**config.mk**
```make
export PLATFORM = sky130hd
export DESIGN_NAME = psm_top
export DESIGN_NICKNAME = d
export VERILOG_FILES = /design/src/rtl/psm_pkg.sv /design/src/rtl/psm_thermal.sv /design/src/rtl/psm_top.sv
export VERILOG_INCLUDE_DIRS = /design/src /design/src/rtl
export SDC_FILE = /design/constraint.sdc
export NUM_CORES = 2
export LEC_CHECK = 0
export BUFFER_PORTS_ARGS = -buffer_cell sky130_fd_sc_hd__buf_4
export CAP_MARGIN = 0
export CORE_MARGIN = 8
export CORE_UTILIZATION = 57
export DETAILED_ROUTE_END_ITERATION = 6
export PLACE_DENSITY = 0.77
export SLEW_MARGIN = 40
export SYNTH_ARGS = -nofsm -noshare
export SYNTH_HDL_FRONTEND = slang
export SYNTH_HIERARCHICAL = 1
export SYNTH_SLANG_ARGS = --single-unit
export TNS_END_PERCENT = 20
```
**constraint.sdc**
```tcl
create_clock -name mclk_i -period 5.1 [get_ports mclk_i]
set_input_delay 0.51 -clock mclk_i [delete_from_list [all_inputs] [get_ports mclk_i]]
set_output_delay 0.51 -clock mclk_i [all_outputs]
set_load 0.05 [all_outputs]
```
**src/rtl/psm_defs.svh**
```systemverilog
// constants for the supply management block: addresses, thresholds, timing
`ifndef PSM_DEFS_SVH
`define PSM_DEFS_SVH
`define PSM_CTRL_BASE 8'hB0
`define PSM_EEP_BASE 8'hA0
`define PSM_CMD_INLET 8'h8D
`define PSM_CMD_HEATSINK 8'h8E
`define PSM_CMD_RECT 8'hD6
`define PSM_EEP_BYTES 256
`define PSM_MAX_BLOCK 8'hFF
`define PSM_INLET_WARN_NORM 16'h004D
`define PSM_INLET_SHUT_NORM 16'h0050
`define PSM_INLET_WARN_REV 16'h0043
`define PSM_INLET_SHUT_REV 16'h0046
`define PSM_HOT_WARN 16'h005F
`define PSM_HOT_SHUT 16'h0069
`define PSM_CLK_MHZ 100
`define PSM_SCL_LOW_TOUT_US 25000
`define PSM_STRETCH_MAX_US 1000
`define PSM_SNS_INLET 0
`define PSM_SNS_HEATSINK 1
`define PSM_SNS_RECT 2
`endif

```
**src/rtl/psm_pkg.sv**
```systemverilog
// types shared by the supply management block
package psm_pkg;
    typedef enum logic [2:0] {
        PSM_IDLE, PSM_ADDR, PSM_RX, PSM_ACK, PSM_TX, PSM_ACK_TX
    } psm_state_t;
    typedef struct packed {
        logic [15:0] rectifier;
        logic [15:0] heatsink;
        logic [15:0] inlet;
    } psm_temps_t;
    typedef struct packed {
        logic valid;
        logic [7:0] code;
        logic [15:0] data;
        logic [7:0] nbytes;
    } psm_cmd_t;
    typedef struct packed {
        logic valid;
        logic [7:0] data;
    } psm_blk_t;
    typedef struct packed {
        logic [2:0] warn;
        logic [2:0] shut;
        logic fan_max;
        logic main_off;
        logic stby_off;
        logic led_amber_solid;
        logic led_amber_blink;
        logic power_good_out;
        logic alert_on;
    } psm_therm_t;
endpackage : psm_pkg

```
**src/rtl/psm_thermal.sv**
```systemverilog
// thermal monitor: thresholds, fan, output disables, indicator and alert state
`timescale 1ns/1ps
`include "psm_defs.svh"
module psm_thermal import psm_pkg::*; #(
    parameter logic [2:0] AUX_MASK = 3'h0
) (
    input wire logic mclk_i,
    input wire logic rstn_i,
    input wire psm_temps_t temps_i,
    input wire logic reverse_airflow_i,
    input wire logic ext_warn_i,
    input wire logic ext_shut_i,
    output psm_therm_t therm_o
);
    psm_therm_t therm;
    psm_therm_t next_therm;
    logic [15:0] inlet_warn;
    logic [15:0] inlet_shut;
    logic any_warn;
    logic any_shut;

    always_comb begin
        inlet_warn = reverse_airflow_i ? `PSM_INLET_WARN_REV : `PSM_INLET_WARN_NORM;
        inlet_shut = reverse_airflow_i ? `PSM_INLET_SHUT_REV : `PSM_INLET_SHUT_NORM;
        next_therm = '0;
        next_therm.warn[`PSM_SNS_INLET] = temps_i.inlet >= inlet_warn;
        next_therm.shut[`PSM_SNS_INLET] = temps_i.inlet > inlet_shut;
        next_therm.warn[`PSM_SNS_HEATSINK] = temps_i.heatsink >= `PSM_HOT_WARN;
        next_therm.shut[`PSM_SNS_HEATSINK] = temps_i.heatsink > `PSM_HOT_SHUT;
        next_therm.warn[`PSM_SNS_RECT] = temps_i.rectifier >= `PSM_HOT_WARN;
        next_therm.shut[`PSM_SNS_RECT] = temps_i.rectifier > `PSM_HOT_SHUT;
        any_warn = (|next_therm.warn) | ext_warn_i;
        any_shut = (|next_therm.shut) | ext_shut_i;
        next_therm.fan_max = |next_therm.warn;
        next_therm.main_off = |(next_therm.shut & ~AUX_MASK);
        next_therm.stby_off = |(next_therm.shut & AUX_MASK);
        // all indications leave this one register together
        next_therm.led_amber_solid = any_shut;
        next_therm.led_amber_blink = any_warn & ~any_shut;
        next_therm.power_good_out = ~any_shut;
        next_therm.alert_on = any_warn | any_shut;
    end

    always_ff @(posedge mclk_i or negedge rstn_i) begin
        if (!rstn_i) begin
            therm <= '0;
        end else begin
            therm <= next_therm;
        end
    end

    assign therm_o = therm;

    a_alert_or: assert property (@(posedge mclk_i) disable iff (!rstn_i)
        (ext_warn_i || ext_shut_i || temps_i.heatsink >= `PSM_HOT_WARN) |=> therm.alert_on)
        else $error("alert not raised for an active event");
    a_alert_release: assert property (@(posedge mclk_i) disable iff (!rstn_i)
        (!ext_warn_i && !ext_shut_i && !(|next_therm.warn) && !(|next_therm.shut))
        |=> !therm.alert_on)
        else $error("alert held with no event left");
    a_led_alert: assert property (@(posedge mclk_i) disable iff (!rstn_i)
        therm.alert_on == (therm.led_amber_solid || therm.led_amber_blink))
        else $error("alert and amber indicator disagree");
    a_fan_warn: assert property (@(posedge mclk_i) disable iff (!rstn_i)
        (temps_i.rectifier >= `PSM_HOT_WARN) |=> therm.fan_max)
        else $error("fan not forced to full speed on warning");
    a_inlet_norm: assert property (@(posedge mclk_i) disable iff (!rstn_i)
        (!reverse_airflow_i && temps_i.inlet == 16'h0051) |=> therm.shut[0])
        else $error("inlet shutdown missed, normal airflow");
    a_inlet_rev: assert property (@(posedge mclk_i) disable iff (!rstn_i)
        (reverse_airflow_i && temps_i.inlet == 16'h0043) |=> therm.warn[0] && !therm.shut[0])
        else $error("inlet warning wrong, reverse airflow");
    a_hot_shut: assert property (@(posedge mclk_i) disable iff (!rstn_i)
        (temps_i.heatsink == 16'h0069) |=> !therm.shut[1] ##0 therm.warn[1])
        else $error("heat sink shutdown threshold wrong");
endmodule : psm_thermal

```
**src/rtl/psm_top.sv**
```systemverilog
// supply management: serial slave for controller and user memory, alert, thermal
`timescale 1ns/1ps
`include "psm_defs.svh"
module psm_top import psm_pkg::*; #(
    parameter int TOUT_CYCLES = `PSM_SCL_LOW_TOUT_US * `PSM_CLK_MHZ,
    parameter logic [2:0] AUX_MASK = 3'h0
) (
    input wire logic mclk_i,
    input wire logic rstn_i,
    input wire logic scl_i,
    input wire logic sda_i,
    output logic sda_o,
    output logic sda_oe_o,
    input wire logic addr_sel_bit0_i,
    input wire logic addr_sel_bit1_i,
    input wire logic addr_sel_bit2_i,
    input wire logic in_ok_variant_i,
    input wire logic reverse_airflow_i,
    input wire psm_temps_t temps_i,
    input wire logic ext_warn_i,
    input wire logic ext_shut_i,
    output logic fault_alert_n_o,
    output logic fault_alert_n_oe_o,
    output psm_therm_t therm_o,
    output psm_cmd_t cmd_o,
    output psm_blk_t blk_o
);
    localparam int TW = $clog2(TOUT_CYCLES + 1);
    localparam logic [TW-1:0] TOUT_LAST = TW'(TOUT_CYCLES - 1);

    // pin synchronisers: three stages, filtered value moves when stages 2 and 3 agree
    logic [5:0] sync1;
    logic [5:0] sync2;
    logic [5:0] sync3;
    logic [5:0] filt;
    logic [5:0] next_filt;
    logic [5:0] filt_d;
    always_comb begin
        next_filt = (filt & (sync2 ^ sync3)) | (sync2 & ~(sync2 ^ sync3));
    end
    always_ff @(posedge mclk_i or negedge rstn_i) begin
        if (!rstn_i) begin
            sync1 <= 6'h03;
            sync2 <= 6'h03;
            sync3 <= 6'h03;
            filt <= 6'h03;
            filt_d <= 6'h03;
        end else begin
            sync1 <= {in_ok_variant_i, addr_sel_bit2_i, addr_sel_bit1_i, addr_sel_bit0_i,
                sda_i, scl_i};
            sync2 <= sync1;
            sync3 <= sync2;
            filt <= next_filt;
            filt_d <= filt;
        end
    end

    logic scl_f;
    logic sda_f;
    logic scl_rise;
    logic scl_fall;
    logic start_c;
    logic stop_c;
    logic [2:0] sel;
    logic [7:0] ctrl_addr;
    logic [7:0] eep_addr;
    assign scl_f = filt[0];
    assign sda_f = filt[1];
    assign scl_rise = scl_f & ~filt_d[0];
    assign scl_fall = ~scl_f & filt_d[0];
    assign start_c = scl_f & filt_d[0] & ~sda_f & filt_d[1];
    assign stop_c = scl_f & filt_d[0] & sda_f & ~filt_d[1];
    assign sel = {filt[4] & ~filt[5], filt[3], filt[2]};
    assign ctrl_addr = `PSM_CTRL_BASE + {4'h0, sel, 1'b0};
    assign eep_addr = `PSM_EEP_BASE + {4'h0, sel, 1'b0};

    // user memory, host access only
    logic [7:0] mem [0:`PSM_EEP_BYTES-1];
    logic mem_we;

    psm_state_t st;
    psm_state_t next_st;
    logic [3:0] bcnt;
    logic [3:0] next_bcnt;
    logic [7:0] sh;
    logic [7:0] next_sh;
    logic drv;
    logic next_drv;
    logic [7:0] idx;
    logic [7:0] next_idx;
    logic [7:0] code;
    logic [7:0] next_code;
    logic [7:0] eaddr;
    logic [7:0] next_eaddr;
    logic [15:0] wdata;
    logic [15:0] next_wdata;
    logic is_eep;
    logic next_is_eep;
    logic is_rd;
    logic next_is_rd;
    logic hit;
    logic next_hit;
    logic [TW-1:0] tcnt;
    logic [TW-1:0] next_tcnt;
    psm_cmd_t cmd;
    psm_cmd_t next_cmd;
    psm_blk_t blk;
    psm_blk_t next_blk;
    logic [7:0] tx_byte;

    always_comb begin
        next_st = st;
        next_bcnt = bcnt;
        next_sh = sh;
        next_drv = drv;
        next_idx = idx;
        next_code = code;
        next_eaddr = eaddr;
        next_wdata = wdata;
        next_is_eep = is_eep;
        next_is_rd = is_rd;
        next_hit = hit;
        next_cmd = '0;
        next_blk = '0;
        mem_we = 1'b0;
        tx_byte = 8'h00;
        // byte to return: memory location or controller word, low byte first
        if (is_eep) begin
            tx_byte = mem[eaddr];
        end else if (idx < 8'h02) begin
            unique case (code)
                `PSM_CMD_INLET: tx_byte = idx[0] ? temps_i.inlet[15:8] : temps_i.inlet[7:0];
                `PSM_CMD_HEATSINK: tx_byte = idx[0] ? temps_i.heatsink[15:8]
                    : temps_i.heatsink[7:0];
                `PSM_CMD_RECT: tx_byte = idx[0] ? temps_i.rectifier[15:8]
                    : temps_i.rectifier[7:0];
                default: tx_byte = 8'h00;
            endcase
        end
        next_tcnt = scl_f ? '0 : ((tcnt == TOUT_LAST) ? tcnt : tcnt + 1'b1);
        if (!scl_f && tcnt == TOUT_LAST) begin
            next_st = PSM_IDLE;
            next_drv = 1'b0;
            next_hit = 1'b0;
        end else if (start_c) begin
            next_st = PSM_ADDR;
            next_bcnt = 4'h0;
            next_drv = 1'b0;
            next_idx = 8'h00;
            next_hit = 1'b0;
        end else if (stop_c) begin
            next_st = PSM_IDLE;
            next_drv = 1'b0;
            next_hit = 1'b0;
            if (hit && !is_eep && !is_rd && idx != 8'h00) begin
                next_cmd.valid = 1'b1;
                next_cmd.code = code;
                next_cmd.data = wdata;
                next_cmd.nbytes = idx - 8'h01;
            end
        end else if (scl_rise) begin
            unique case (st)
                PSM_ADDR, PSM_RX: begin
                    next_sh = {sh[6:0], sda_f};
                    next_bcnt = bcnt + 4'h1;
                end
                PSM_TX: next_bcnt = bcnt + 4'h1;
                PSM_ACK_TX: if (sda_f) next_st = PSM_IDLE;
                PSM_IDLE, PSM_ACK: next_st = st;
            endcase
        end else if (scl_fall) begin
            unique case (st)
                PSM_ADDR: if (bcnt == 4'h8) begin
                    next_is_rd = sh[0];
                    if ({sh[7:1], 1'b0} == ctrl_addr || {sh[7:1], 1'b0} == eep_addr) begin
                        next_is_eep = ({sh[7:1], 1'b0} == eep_addr);
                        next_hit = 1'b1;
                        next_drv = 1'b1;
                        next_st = PSM_ACK;
                    end else begin
                        next_st = PSM_IDLE;
                    end
                end
                PSM_RX: if (bcnt == 4'h8) begin
                    next_st = PSM_ACK;
                    next_drv = idx != `PSM_MAX_BLOCK;
                    next_idx = (idx == `PSM_MAX_BLOCK) ? idx : idx + 8'h01;
                    if (is_eep) begin
                        if (idx == 8'h01) next_eaddr = sh;
                        if (idx >= 8'h02) begin
                            mem_we = 1'b1;
                            next_eaddr = eaddr + 8'h01;
                        end
                    end else begin
                        unique case (idx)
                            8'h00: next_code = sh;
                            8'h01: next_wdata = {8'h00, sh};
                            8'h02: next_wdata = {sh, wdata[7:0]};
                            default: begin
                                next_blk.valid = 1'b1;
                                next_blk.data = sh;
                            end
                        endcase
                    end
                end
                PSM_ACK, PSM_ACK_TX: begin
                    next_bcnt = 4'h0;
                    if (is_rd) begin
                        next_st = PSM_TX;
                        next_sh = tx_byte;
                        next_drv = ~tx_byte[7];
                        next_idx = (idx == `PSM_MAX_BLOCK) ? idx : idx + 8'h01;
                        if (is_eep) next_eaddr = eaddr + 8'h01;
                    end else begin
                        next_st = PSM_RX;
                        next_drv = 1'b0;
                    end
                end
                PSM_TX: if (bcnt == 4'h8) begin
                    next_drv = 1'b0;
                    next_st = PSM_ACK_TX;
                end else begin
                    next_sh = {sh[6:0], 1'b0};
                    next_drv = ~sh[6];
                end
                PSM_IDLE: next_st = st;
            endcase
        end
    end

    always_ff @(posedge mclk_i or negedge rstn_i) begin
        if (!rstn_i) begin
            st <= PSM_IDLE;
            bcnt <= 4'h0;
            sh <= 8'h00;
            drv <= 1'b0;
            idx <= 8'h00;
            code <= 8'h00;
            eaddr <= 8'h00;
            wdata <= 16'h0000;
            is_eep <= 1'b0;
            is_rd <= 1'b0;
            hit <= 1'b0;
            tcnt <= '0;
            cmd <= '0;
            blk <= '0;
        end else begin
            st <= next_st;
            bcnt <= next_bcnt;
            sh <= next_sh;
            drv <= next_drv;
            idx <= next_idx;
            code <= next_code;
            eaddr <= next_eaddr;
            wdata <= next_wdata;
            is_eep <= next_is_eep;
            is_rd <= next_is_rd;
            hit <= next_hit;
            tcnt <= next_tcnt;
            cmd <= next_cmd;
            blk <= next_blk;
        end
    end

    always_ff @(posedge mclk_i) begin
        if (mem_we) begin
            mem[eaddr] <= sh;
        end
    end

    psm_thermal #(.AUX_MASK(AUX_MASK)) u_thermal (
        .mclk_i(mclk_i),
        .rstn_i(rstn_i),
        .temps_i(temps_i),
        .reverse_airflow_i(reverse_airflow_i),
        .ext_warn_i(ext_warn_i),
        .ext_shut_i(ext_shut_i),
        .therm_o(therm_o)
    );

    // clock line is never driven, so the device cannot stretch
    assign sda_o = 1'b0;
    assign sda_oe_o = drv;
    assign fault_alert_n_o = 1'b0;
    assign fault_alert_n_oe_o = therm_o.alert_on;
    assign cmd_o = cmd;
    assign blk_o = blk;

    a_alert_pin: assert property (@(posedge mclk_i) disable iff (!rstn_i)
        fault_alert_n_oe_o == (therm_o.led_amber_solid || therm_o.led_amber_blink))
        else $error("alert pin does not follow event state");
    a_scl_timeout: assert property (@(posedge mclk_i) disable iff (!rstn_i)
        (!scl_f && tcnt == TOUT_LAST && !start_c) |=> st == PSM_IDLE && !sda_oe_o)
        else $error("bus not idle after clock low timeout");
    a_start_reset: assert property (@(posedge mclk_i) disable iff (!rstn_i)
        (start_c && scl_f && tcnt != TOUT_LAST) |=> st == PSM_ADDR && bcnt == 4'h0)
        else $error("start did not restart the protocol");
    a_stop_idle: assert property (@(posedge mclk_i) disable iff (!rstn_i)
        stop_c |=> st == PSM_IDLE ##1 !sda_oe_o)
        else $error("stop did not return to idle");
    a_sel2_forced: assert property (@(posedge mclk_i) disable iff (!rstn_i)
        filt[5] |-> ctrl_addr[3] == 1'b0 && eep_addr[3] == 1'b0)
        else $error("select bit two not forced on input-good variant");
    a_word_exec: assert property (@(posedge mclk_i) disable iff (!rstn_i)
        (stop_c && hit && !is_eep && !is_rd && idx == 8'h03)
        |=> cmd_o.valid && cmd_o.nbytes == 8'h02 ##1 !cmd_o.valid)
        else $error("word command not executed once");
endmodule : psm_top

```
==> impl_metrics.ini <==
[run_status]
status = completed

[global_route]
antenna_found_initial = 4
grt_max_degree = 163
grtUsageTotal = 0.267
grt_pass1_vias = 46062
gr-total-overflow = 0
grt_first_pass_wirelength_mm = 320

[floorplanning]
fp.dieW_um = 405
dieArea_mm2 = 0.164
io-pin-count = 118
initial_core_util = 0.571
die_y_um = 405
coreArea_mm2 = 0.151
rows = 143

[clock_tree]
h-tree-depth = 4
post_cts_buffers = 0
cts_tree = yes
numCtsBuffers = 209
cts.sinks = 2209
cts_buffer_depth = 3
cts-root-buf = clkbuf_16
clkLatencyLatePin_ns = 0.86
path_clk_slew_ns = 0.06

[cells_and_area]
drive_gt1_frac = 0.288
area_growth_pct = 14.2
postLayoutCellArea_mm2 = 0.0988
nets = 4791
final_cell_count_no_fill = 6920
final_cell_mix = edfxtp_1, mux4_2, buf_4
final_common_cell = edfxtp_1

[worst_setup_path]
r2r_slack_ns = 0.37
cp_num_buf_inv = 4
ff2ff_path_depth = 12
worstSetupPathType = flip-flop to flip-flop
setup.worst_path.start_class = flip-flop
r2r-end = sh[3]
endpoint = sh[3]
cp_max_fo = 22
cp_top_family = compound AO/OA/AOI/OAI gates
crit_start = eaddr[0]
cp.required_ns = 5.83
slowest_delay_ns = 0.77
cp_slowest_cell = dfrtp_4
end_kind = flip-flop
worst_ep_arrival_time_ns = 5.45
r2r-start = eaddr[0]
cp_cell_sequence = buf_12 > buf_12 > buf_4 > mux4_2 > a22oi_1 > a21oi_1 > nor4_1 > buf_4 > o22ai_1 > o21ai_0 > o211a_1 > o21ai_0
path_depth = 12

[sta]
fin_tns_setup_ns = 0
min_period_ns = 4.73
rsz0062_at_grt = false
worst_pin_slew_ns = 0.941
period_share = 0.927
slew_headroom = 0.367
hold_slack_ns = 0.0914
maxSlewViolCount = 0
setup_viol = 0
hold_viol = 0
fmaxAchievable_ghz = 0.211
fin_worst_skew_ns = 0.0328

[logic_synthesis]
synth-edff-count = 2048
async_reset_ff_frac = 0.0729
synth-seq-cells = 2209
synthCells = 4257
ys.flop_type = edfxtp_1
mappedNetlistArea_mm2 = 0.0865
seq_area_frac_synth = 0.758
syn_area_per_cell_um2 = 20.3
ys_types = 84
synth_warnings = 6

[flow_run]
cap_violations = 0

[routing]
ant_nets = 0
drtIter0Drc = 7237
vias = 46055
drc = 0
vias_per_cell = 6.66
wl_mm = 220
wl_per_cell_um = 31.8
drt-pass1-iter-count = 6

[placed_design]
hpwl_mm = 135
gp_congestion = 0.911
io_buffers = 114
dpl.cell_count = 6508
place_area_mm2 = 0.0919

[worst_hold_path]
hold_class = input pin to flip-flop

[pwr]
p_leak_nw = 31.2
total_power_mw = 40.3
irDropWorstVdd_mv = 0.460
power_density_mw_per_mm2 = 409
## worst reg2reg max path, cell delays in order (launching register included)
cell and delay (ns):
dfrtp_4 0.77, buf_12 0.35, buf_12 0.26, buf_4 0.29, mux4_2 0.57, a22oi_1 0.17, a21oi_1 0.14, nor4_1 0.76
buf_4 0.23, o22ai_1 0.21, o21ai_0 0.57, o211a_1 0.24, o21ai_0 0.06
## cells by family after synthesis
group | Yosys count | share of synthesized area
multiplexers | 588 | 0.149
buffers and inverters | 288 | 0.0158
XOR/XNOR | 35 | 0.00355
flip-flops | 2209 | 0.758
adder cells (fa/ha/maj) | 26 | 0.00359
AND/OR/NAND/NOR | 677 | 0.0367
AO/OA/AOI/OAI | 432 | 0.0337
other | 2 | 0.0000869
## layer usage
metal	vias to the layer above	track usage	wire (um)
met1	23573	0.357	76900
met5	-	0	20
met2	3429	0.420	105000
met3	632	0.0697	27700
li1	18419	-	-
met4	2	0.119	11100
## power breakdown
part | switching [mW] | internal [mW]
sequential | 0.525 | 22.2
clock | 6.60 | 8.28
combinational | 2.42 | 0.319
total | 9.54 | 30.8
## cell usage after synthesis, drive strengths merged, types with 20 or more instances
cell type	count	area [um2]
a21oi	109	546
a22oi	168	1260
and2	40	250
buf	141	810
clkbuf	112	424
dfrtp	151	3780
edfxtp	2048	61500
ha	20	250
inv	35	131
mux4	554	12500
nand2	113	424
nand3	35	175
nor2	341	1290
nor3	31	155
nor4	30	249
o21ai	47	235
## final cells by class
type	count	area, um2
diodes	6	15.0
clock buffers	280	5730
clock inverters	103	787
fillers	9555	52600
inverters	35	131
multi-input cells	1761	19700
flip-flops and latches	2209	65600
well taps	2030	2540
repair buffers	496	4320
## registers in the layout, indices dropped and copies added (netlist names), 9 cells and up, named ones only
register	flops
cmd_o	33
wdata	16
blk_o	9
mem	2048
tcnt	22
u_thermal/therm_o	12
## metrics by stage
| step | setup slack (ns) | util |
|---|---|---|
| 2_1_floorplan | 0.0285 | - |
| 3_3_place_gp | 0.651 | 0.606 |
| 3_5_place_dp | 0.651 | 0.607 |
| 4_1_cts | 0.630 | 0.652 |
| 5_1_grt | 0.374 | 0.652 |
| 6_report | 0.371 | 0.652 |
## repair_timing
item | 4_1_cts | 5_1_grt
resized for setup | 0 | 0
hold endpoints to repair | 130 | 0
hold buffers | 20 | 0
## worst min path at each step
stage,start,end,depth (start not counted)
after global placement,sync1[5],sync2[5],0
after global routing,temps_i[9],u_thermal/therm_o[7],4
final,temps_i[9],u_thermal/therm_o[7],4
after CTS,temps_i[9],u_thermal/therm_o[7],4
after floorplan,rstn_i,asynchronous set/reset pin,0
after detailed placement,sync1[2],sync2[2],0
Note: power is estimated with default switching activity, not from simulation.
